$ cat src/common/window_irq_regs.vh
// Purpose : Register offsets, fields and reset values of the window-comparator interrupt block
// Assumes : Byte-wide register port addressed by an 8-bit offset
// Notes   : Definitions only
`ifndef WINDOW_IRQ_REGS_VH
`define WINDOW_IRQ_REGS_VH

`define ADDR_PART_ID          8'h5A
`define ADDR_CHANNEL_CONFIG   8'h66
`define ADDR_LOW_LIMIT_LO     8'h84
`define ADDR_LOW_LIMIT_HI     8'h85
`define ADDR_HIGH_LIMIT_LO    8'h86
`define ADDR_HIGH_LIMIT_HI    8'h87
`define ADDR_STATUS3          8'h91
`define ADDR_STATUS           8'h93
`define ADDR_PERSIST          8'hBD
`define ADDR_IRQ_ENABLE       8'hF9

// Arbitrary value, not the code of any real part
`define PART_ID_VALUE         8'h3C
`define CHAN_SEL_MSB          2
`define CHAN_SEL_LSB          0
`define CHAN_SEL_RESET        3'h0
`define NUM_CHANNELS          6
`define LIMIT_RESET           8'h00
`define STATUS_WINDOW_BIT     3
`define STATUS3_HIGH_BIT      5
`define STATUS3_LOW_BIT       4
`define PERSIST_MSB           3
`define PERSIST_RESET         4'h0
`define IRQ_ENABLE_BIT        3

`endif

$ cat src/rtl/window_irq.v
// Purpose : Window-comparator interrupt for a six-channel light sensor
// Assumes : Register port is driven on i_clk by the serial bus logic; results arrive on i_clk
// Notes   : Low limit updates atomically through a low-byte holding latch; high limit bytes take effect at once
`timescale 1ns/100ps
`include "window_irq_regs.vh"

// Notes on behaviour
// RULE1: Selected channel's 16-bit result is compared to a low and high limit.
// RULE2: With enable set, interrupt only after persistence-many consecutive outside results. Code needs the setting plus one.
// RULE3: Low limit is built from a low-byte and a high-byte register.
// RULE4: High limit is built from a low-byte and a high-byte register.
// RULE5: Result below low limit counts toward persistence, then raises the interrupt.
// RULE6: Result above high limit counts toward persistence, then raises the interrupt.
// RULE7: Written low-limit low byte waits in a latch; active limit keeps old byte.
// RULE8: High-byte write loads latched low byte and new high byte together.
// RULE9: Host writes both low-limit bytes within one bus transaction.
// RULE10: Three-bit channel select picks channel zero to five; resets to zero.
// RULE11: With enable set, a met window event sets the status interrupt flag.
// RULE12: Separate read-only flags record above-high or below-low as the cause.
// RULE13: Writing one clears a status flag, zero leaves it; set beats clear.
// RULE14: Window evaluated once per measurement; inside result resets the count.
module window_irq
(
   input  wire         i_clk,
   input  wire         i_reset,
   input  wire         i_reg_write,
   input  wire         i_reg_read,
   input  wire [7:0]   i_reg_addr,
   input  wire [7:0]   i_reg_wdata,
   output reg  [7:0]   o_reg_rdata,
   input  wire         i_result_valid,
   input  wire [95:0]  i_channel_results,
   output wire         o_irq
);
   reg  [7:0]  low_lo_hold_ff;
   reg  [15:0] low_limit_ff;
   reg  [7:0]  high_lo_ff;
   reg  [7:0]  high_hi_ff;
   reg  [2:0]  chan_sel_ff;
   reg  [3:0]  persist_ff;
   reg         irq_enable_ff;
   reg         window_flag_ff;
   reg         above_flag_ff;
   reg         below_flag_ff;
   reg  [15:0] result_ff;
   reg         sample_ff;
   reg  [15:0] selected_result;
   reg  [7:0]  nxt_rdata;
   wire [15:0] channel_result [0:`NUM_CHANNELS-1];
   wire [15:0] high_limit;
   wire        below;
   wire        above;
   wire        outside;
   wire        met;
   wire        event_set;
   wire        clear_window;
   wire        wr_low_lo;
   wire        wr_low_hi;
   wire        wr_high_lo;
   wire        wr_high_hi;
   wire        wr_chan_sel;
   wire        wr_persist;
   wire        wr_irq_enable;
   genvar      g;

   function wr_hit;
      input [7:0] addr;
      begin
         wr_hit = i_reg_write && (i_reg_addr == addr);
      end
   endfunction

   // Puts one flag at its bit position in an otherwise empty byte
   function [7:0] place_bit;
      input integer pos;
      input         val;
      begin
         place_bit      = 8'h00;
         place_bit[pos] = val;
      end
   endfunction

   assign wr_low_lo     = wr_hit(`ADDR_LOW_LIMIT_LO);
   assign wr_low_hi     = wr_hit(`ADDR_LOW_LIMIT_HI);
   assign wr_high_lo    = wr_hit(`ADDR_HIGH_LIMIT_LO);
   assign wr_high_hi    = wr_hit(`ADDR_HIGH_LIMIT_HI);
   assign wr_chan_sel   = wr_hit(`ADDR_CHANNEL_CONFIG);
   assign wr_persist    = wr_hit(`ADDR_PERSIST);
   assign wr_irq_enable = wr_hit(`ADDR_IRQ_ENABLE);

   assign high_limit = {high_hi_ff, high_lo_ff}; // see RULE4
   assign outside    = below | above; // see RULE5 see RULE6

   // Channel k sits at bits 16k upward of the result bus
   generate
      for (g = 0; g < `NUM_CHANNELS; g = g + 1)
      begin : g_lane
         assign channel_result[g] = i_channel_results[16*g +: 16];
      end
   endgenerate

   // Codes six and seven name no channel and fall back to channel zero
   always @*
   begin
      selected_result = channel_result[0];
      case (chan_sel_ff) // see RULE10
         3'h0: selected_result = channel_result[0];
         3'h1: selected_result = channel_result[1];
         3'h2: selected_result = channel_result[2];
         3'h3: selected_result = channel_result[3];
         3'h4: selected_result = channel_result[4];
         3'h5: selected_result = channel_result[5];
         default: selected_result = channel_result[0];
      endcase
   end

   // The result is captured so a select change mid-measurement never reaches the compare
   always @(posedge i_clk)
   begin
      if (i_reset)
      begin
         sample_ff <= 1'h0;
      end
      else
      begin
         sample_ff <= i_result_valid; // see RULE14
      end
   end

   always @(posedge i_clk)
   begin
      if (i_reset)
      begin
         result_ff <= 16'h0000;
      end
      else if (i_result_valid)
      begin
         result_ff <= selected_result; // see RULE1
      end
   end

   window_compare u_compare
   (
      .i_result     (result_ff),
      .i_low_limit  (low_limit_ff),
      .i_high_limit (high_limit),
      .o_below      (below),
      .o_above      (above)
   ); // see RULE1

   persistence_counter u_persist
   (
      .i_clk               (i_clk),
      .i_reset             (i_reset),
      .i_sample            (sample_ff),
      .i_outside           (outside),
      .i_persistence_count (persist_ff),
      .o_met               (met)
   ); // see RULE5 see RULE6 see RULE14

   assign event_set    = met & irq_enable_ff; // see RULE2 see RULE11
   assign clear_window = wr_hit(`ADDR_STATUS) & i_reg_wdata[`STATUS_WINDOW_BIT];
   assign o_irq        = window_flag_ff;

   // Low byte waits here so the active limit never holds a mixed value
   always @(posedge i_clk)
   begin
      if (i_reset)
      begin
         low_lo_hold_ff <= `LIMIT_RESET;
      end
      else if (wr_low_lo)
      begin
         low_lo_hold_ff <= i_reg_wdata; // see RULE7
      end
   end

   // Both bytes land at one edge; a lone high-byte write reuses the held byte
   always @(posedge i_clk)
   begin
      if (i_reset)
      begin
         low_limit_ff <= {`LIMIT_RESET, `LIMIT_RESET};
      end
      else if (wr_low_hi)
      begin
         low_limit_ff <= {i_reg_wdata, low_lo_hold_ff}; // see RULE3 see RULE8
      end
   end

   // The high limit has no holding latch, so each byte takes effect at once
   always @(posedge i_clk)
   begin
      if (i_reset)
      begin
         high_lo_ff <= `LIMIT_RESET;
      end
      else if (wr_high_lo)
      begin
         high_lo_ff <= i_reg_wdata; // see RULE4
      end
   end

   always @(posedge i_clk)
   begin
      if (i_reset)
      begin
         high_hi_ff <= `LIMIT_RESET;
      end
      else if (wr_high_hi)
      begin
         high_hi_ff <= i_reg_wdata; // see RULE4
      end
   end

   always @(posedge i_clk)
   begin
      if (i_reset)
      begin
         chan_sel_ff <= `CHAN_SEL_RESET;
      end
      else if (wr_chan_sel)
      begin
         chan_sel_ff <= i_reg_wdata[`CHAN_SEL_MSB:`CHAN_SEL_LSB]; // see RULE10
      end
   end

   // Four bits only; settings above fifteen cannot be expressed
   always @(posedge i_clk)
   begin
      if (i_reset)
      begin
         persist_ff <= `PERSIST_RESET;
      end
      else if (wr_persist)
      begin
         persist_ff <= i_reg_wdata[`PERSIST_MSB:0];
      end
   end

   // Disabling stops new flags but leaves a pending flag for the host to clear
   always @(posedge i_clk)
   begin
      if (i_reset)
      begin
         irq_enable_ff <= 1'h0;
      end
      else if (wr_irq_enable)
      begin
         irq_enable_ff <= i_reg_wdata[`IRQ_ENABLE_BIT];
      end
   end

   // Set beats clear so an event in the clearing cycle is never lost
   always @(posedge i_clk)
   begin
      if (i_reset)
         window_flag_ff <= 1'h0;
      else if (event_set)
         window_flag_ff <= 1'h1; // see RULE11 see RULE13
      else if (clear_window)
         window_flag_ff <= 1'h0; // see RULE13
   end

   // Cause bits follow the latest event and share the window flag's clear
   always @(posedge i_clk)
   begin
      if (i_reset)
      begin
         above_flag_ff <= 1'h0;
         below_flag_ff <= 1'h0;
      end
      else if (event_set)
      begin
         above_flag_ff <= above; // see RULE12
         below_flag_ff <= below; // see RULE12
      end
      else if (clear_window)
      begin
         above_flag_ff <= 1'h0;
         below_flag_ff <= 1'h0;
      end
   end

   // Low-byte readback shows the held byte, which is what the host last wrote
   always @*
   begin
      nxt_rdata = 8'h00;
      case (i_reg_addr)
         `ADDR_PART_ID:        nxt_rdata = `PART_ID_VALUE;
         `ADDR_CHANNEL_CONFIG: nxt_rdata = {5'h00, chan_sel_ff};
         `ADDR_LOW_LIMIT_LO:   nxt_rdata = low_lo_hold_ff;
         `ADDR_LOW_LIMIT_HI:   nxt_rdata = low_limit_ff[15:8];
         `ADDR_HIGH_LIMIT_LO:  nxt_rdata = high_lo_ff;
         `ADDR_HIGH_LIMIT_HI:  nxt_rdata = high_hi_ff;
         `ADDR_PERSIST:        nxt_rdata = {4'h0, persist_ff};
         `ADDR_IRQ_ENABLE:     nxt_rdata = place_bit(`IRQ_ENABLE_BIT, irq_enable_ff);
         `ADDR_STATUS:         nxt_rdata = place_bit(`STATUS_WINDOW_BIT, window_flag_ff);
         `ADDR_STATUS3:        nxt_rdata = place_bit(`STATUS3_HIGH_BIT, above_flag_ff)
                                           | place_bit(`STATUS3_LOW_BIT, below_flag_ff); // see RULE12
         default:              nxt_rdata = 8'h00;
      endcase
   end

   // Read data holds between reads so a slow host can pick it up late
   always @(posedge i_clk)
   begin
      if (i_reset)
         o_reg_rdata <= 8'h00;
      else if (i_reg_read)
         o_reg_rdata <= nxt_rdata;
   end
endmodule // window_irq

$ cat src/rtl/window_compare.v
// Purpose : Compares one 16-bit result against a low and a high limit
// Assumes : Limits are unsigned, strict comparisons
// Notes   : Purely combinational
`timescale 1ns/100ps
module window_compare
(
   input  wire [15:0] i_result,
   input  wire [15:0] i_low_limit,
   input  wire [15:0] i_high_limit,
   output wire        o_below,
   output wire        o_above
);
   assign o_below = (i_result < i_low_limit);
   assign o_above = (i_result > i_high_limit);
endmodule // window_compare

$ cat src/rtl/persistence_counter.v
// Purpose : Counts consecutive out-of-window measurements
// Assumes : One i_sample pulse per completed measurement
// Notes   : o_met pulses on the sample that brings the count to one more than the setting
`timescale 1ns/100ps
module persistence_counter
(
   input  wire       i_clk,
   input  wire       i_reset,
   input  wire       i_sample,
   input  wire       i_outside,
   input  wire [3:0] i_persistence_count,
   output wire       o_met
);
   reg  [4:0] count_ff;
   wire [4:0] nxt_count;
   wire [4:0] target;

   // Setting n asks for n+1 consecutive results, so zero fires on every outside result
   assign target    = {1'h0, i_persistence_count} + 5'h01;
   assign nxt_count = (count_ff == 5'h1F) ? count_ff : count_ff + 5'h01;
   assign o_met     = i_sample & i_outside & (nxt_count == target);

   always @(posedge i_clk)
   begin
      if (i_reset)
         count_ff <= 5'h00;
      else if (i_sample)
      begin
         if (!i_outside)
            count_ff <= 5'h00;
         else if (nxt_count == target)
            count_ff <= 5'h00;
         else
            count_ff <= nxt_count;
      end
   end
endmodule // persistence_counter

$ cat config.mk
export PLATFORM = sky130hd
export DESIGN_NAME = window_irq
export DESIGN_NICKNAME = d
export VERILOG_FILES = /design/src/rtl/window_irq.v /design/src/rtl/window_compare.v /design/src/rtl/persistence_counter.v
export VERILOG_INCLUDE_DIRS = /design/src /design/src/common
export SDC_FILE = /design/constraint.sdc
export NUM_CORES = 1
export LEC_CHECK = 0
export BUFFER_PORTS_ARGS = -buffer_cell sky130_fd_sc_hd__buf_2
export CAP_MARGIN = 20
export CORE_ASPECT_RATIO = 0.7
export CORE_MARGIN = 3
export CORE_UTILIZATION = 45
export CTS_CLUSTER_SIZE = 40
export DETAILED_ROUTE_END_ITERATION = 7
export PLACE_DENSITY = 0.78
export REMOVE_ABC_BUFFERS = 1
export SETUP_SLACK_MARGIN = 0.02
export SYNTH_ARGS = -nofsm -noshare
export SYNTH_HDL_FRONTEND = slang
export SYNTH_HIERARCHICAL = 1
export SYNTH_SLANG_ARGS = --single-unit
$ cat constraint.sdc
create_clock -name i_clk -period 2.7 [get_ports i_clk]
set_clock_uncertainty 0.15 [all_clocks]
set_input_delay 0 -clock i_clk [delete_from_list [all_inputs] [get_ports i_clk]]
set_output_delay 0 -clock i_clk [all_outputs]
set_load 0.01 [all_outputs]
==> run metrics <==
clk sinks=81; height of the die=between 90 and 100 um; Fmax=396.2 MHz; TritonCTS Buffers=9; ANT nets after route=0; port bufs=around 130; dpl ws=0.1704 ns; vias in the first global route=4,855; Synth Flop Type=dfxtp_1; max-slew violations=0; CTS H-tree depth=3; outcome=complete, but fails checks; setup ws final=0.1760 ns; Post-Syn Area=between 5000 and 6000 um2; Post-Synth Adder-Cell Area=7.674%; Metal-1 WL=6174 um; sequential area share after synthesis=30.14%; minimum clock period=around 2.5 ns; First-pass DRT Iterations=5; ANT cells=0; slowest stage delay, CP=between 0.3 and 0.4 ns; Hold WS=-0.002575 ns; layout cells sized above 1=29.27%; PwrDens=between 400 and 500 nW/um2; Area Growth Syn to Fin=22.51%; Final GP Congestion=0.9475; Netlist cell types=63; via count=4,812; Final #Nets=approximately 840; Iteration-0 DRC Markers=299; maximum root-to-sink buffer count=2; #FFs+latches synth=81; IO Pins=126; largest family of logic cells by synthesized area=multiplexers; Worst R2R Start=high_lo_ff[1]$_SDFFE_PP0P_; gr ovfl total=0; Worst path top cell family by delay=simple AND/OR/NAND/NOR gates; Slew @ Worst Pin=0.8526 ns; ys async rst share=0%; worst hold stages=5; Fin Setup TNS=0 ns; top-area cell type share of the netlist area=between 30% and 40%; Root Buffer Master=clkbuf_16; final wirelength=14,290 um; worst-path cell chain=inv_1, ha_1, nor2b_2, o211ai_2, a2111oi_4, a211oi_2, a21oi_2, or2_2, nand2_2, nor2_2, nand2_1, nand3_1, a21oi_1; final instance area=6591 um2; Skew-Pair Late Insertion Delay=0.34 ns; endpoints failing hold=1; startpoint types=flop; Area after DPL=about 6100 um2; routed length per instance=16.81 um; Post-synth EDFFs=0; Met3 Wirelength=952 um; # setup viols final=0; clock slew seen by the registers of the worst setup and hold paths=0.06 ns; violated checks=negative hold slack; cell taking the most area after synthesis=dfxtp_1; CP Max Fanout=3; Crit Path Class=flop to flop; hold_sp=i_channel_results[3]; crit path from=high_lo_ff[1]$_SDFFE_PP0P_; CTS tree=done; WP data required=approximately 2.8 ns; Starting Density=about 47%; DIE WIDTH=136.7 um; CP max-delay cell=dfxtp_1; CP bufs+invs=1; num rows=32; Cells after Synth=569; Yosys warning total=6; Synth Area per Inst=roughly 9.5 um2; Final Cycle Share=93.48%; Synth Area in Compound Gates=13.07%; XOR/XNOR Fraction of Synth Area=1.302%; slew margin rel.=43.16%; Max Cap Viol=0; core box area=11,330 um2; WP depth=13; Leak=2.821 nW; Residual DRC=0; die area=13,320 um2; Simple-Gate Fraction of Synth Area=17.28%; initial antenna violation count=0; Via-to-Cell Ratio=roughly 5.7; largest net degree at the start of global routing=45; unrepaired setup endpoints after global routing=no; top layer in use=met4; ranking of synthesized cells by area=dfxtp_1 (30%), mux2i_1 (14%), mux4_2 (10%); Total GRT Usage=22.04%; FF-to-FF path depth=13; detailed-placement wirelength estimate=10,860 um; multiplexer share of the synthesized area=between 20% and 30%; Max rail drop VDD=0.0003913 V; met2 wire len=~7000 um; Critical Path Sink Type=flop; Worst EP arrival=about 2.6 ns; first-pass GRT wire length=23,560 um; worst hold-check path type=input port to flop
==> through the flow <==
step                power (W)  utilization, %  std cells
floorplan            0.001424               -        532
global placement     0.001600           53.68        819
finish               0.002949           58.17        850
CTS                  0.002951           57.85        850
detailed placement   0.001617           53.68        819
global route         0.003062           58.17        850
==> worst min-delay path: stages <==
cell	delay (ns)
buf_2	0.10
nand2_1	0.05
o21ai_0	0.07
mux2i_1	0.13
a211oi_1	0.08
==> registers in the layout, indices dropped and copies added, names as in the netlist <==
name / flops
low_lo_hold_ff: 8
result_ff: 16
chan_sel_ff: 3
low_limit_ff: 16
o_irq: 1
high_hi_ff: 8
below_flag_ff: 1
sample_ff: 1
persist_ff: 4
u_persist/count_ff: 5
above_flag_ff: 1
o_reg_rdata: 8
high_lo_ff: 8
irq_enable_ff: 1
==> cells by family after synthesis <==
logic type,after synthesis
flops,81
compound gates,100
mux,98
buf+inv,73
fa+ha+maj,33
xor+xnor,8
simple gates,176
==> cell type report <==
class / count / area, um2
multi-input combinational: 415 / 3437
sequential: 81 / 1624
timing repair buffer: 149 / 880.8
fill: 991 / 4740
clock buffer: 12 / 246.5
tap: 153 / 191.4
clock inverter: 4 / 76.32
inverter: 36 / 135.1
==> Yosys cell counts (3+ instances only) <==
cell type / instances
nand4_1: 5
dfxtp_1: 81
mux2i_1: 73
a21o_1: 9
nand4b_1: 3
clkbuf_1: 18
a21oi_1: 27
nor2_1: 68
a222oi_1: 3
a22oi_1: 4
xnor2_1: 6
mux4_2: 24
buf_2: 6
inv_1: 36
nand2_1: 48
a211oi_1: 17
buf_6: 6
o21ai_0: 18
buf_4: 4
ha_1: 33
nor3b_1: 6
nand3_1: 21
==> worst paths after layout <==
kind                                 end  slack (ns)
max reg2reg   above_flag_ff$_SDFFE_PP0P_        0.18
min reg2reg  o_reg_rdata[7]$_SDFFE_PP0P_        0.31
min            result_ff[3]$_SDFFE_PP0P_      -0.003
max           above_flag_ff$_SDFFE_PP0P_        0.18
==> per-layer routing <==
layer	vias up	GRT usage, %
met2	158	37.21
met3	22	4.400
met5	-	0
met4	0	6.197
li1	2316	-
met1	2316	28.47
==> placed cells by master (no fill, tap or decap), drive strengths merged, types with 22 or more instances in the layout <==
master	synthesis	routed
nand2	48	48
nor2	68	68
buf	19	134
inv	36	36
dfxtp	81	81
mux4	24	24
a21oi	29	29
nand3	22	22
mux2i	74	74
ha	33	33
==> where the power goes <==
part | switching, W | internal, W | total (W)
sequential | 0.0000206 | 0.00121 | 0.00123
combinational | 0.000200 | 0.000190 | 0.000390
clock | 0.000488 | 0.000837 | 0.00132
==> what timing repair did <==
item,4_1_cts,5_1_grt
endpoints found under the hold margin,48,0
hold buffers,15,0
setup endpoints to repair,0,2
gates resized for setup,0,7
setup buffers,0,0
Note: power is estimated with default switching activity, not from simulation.
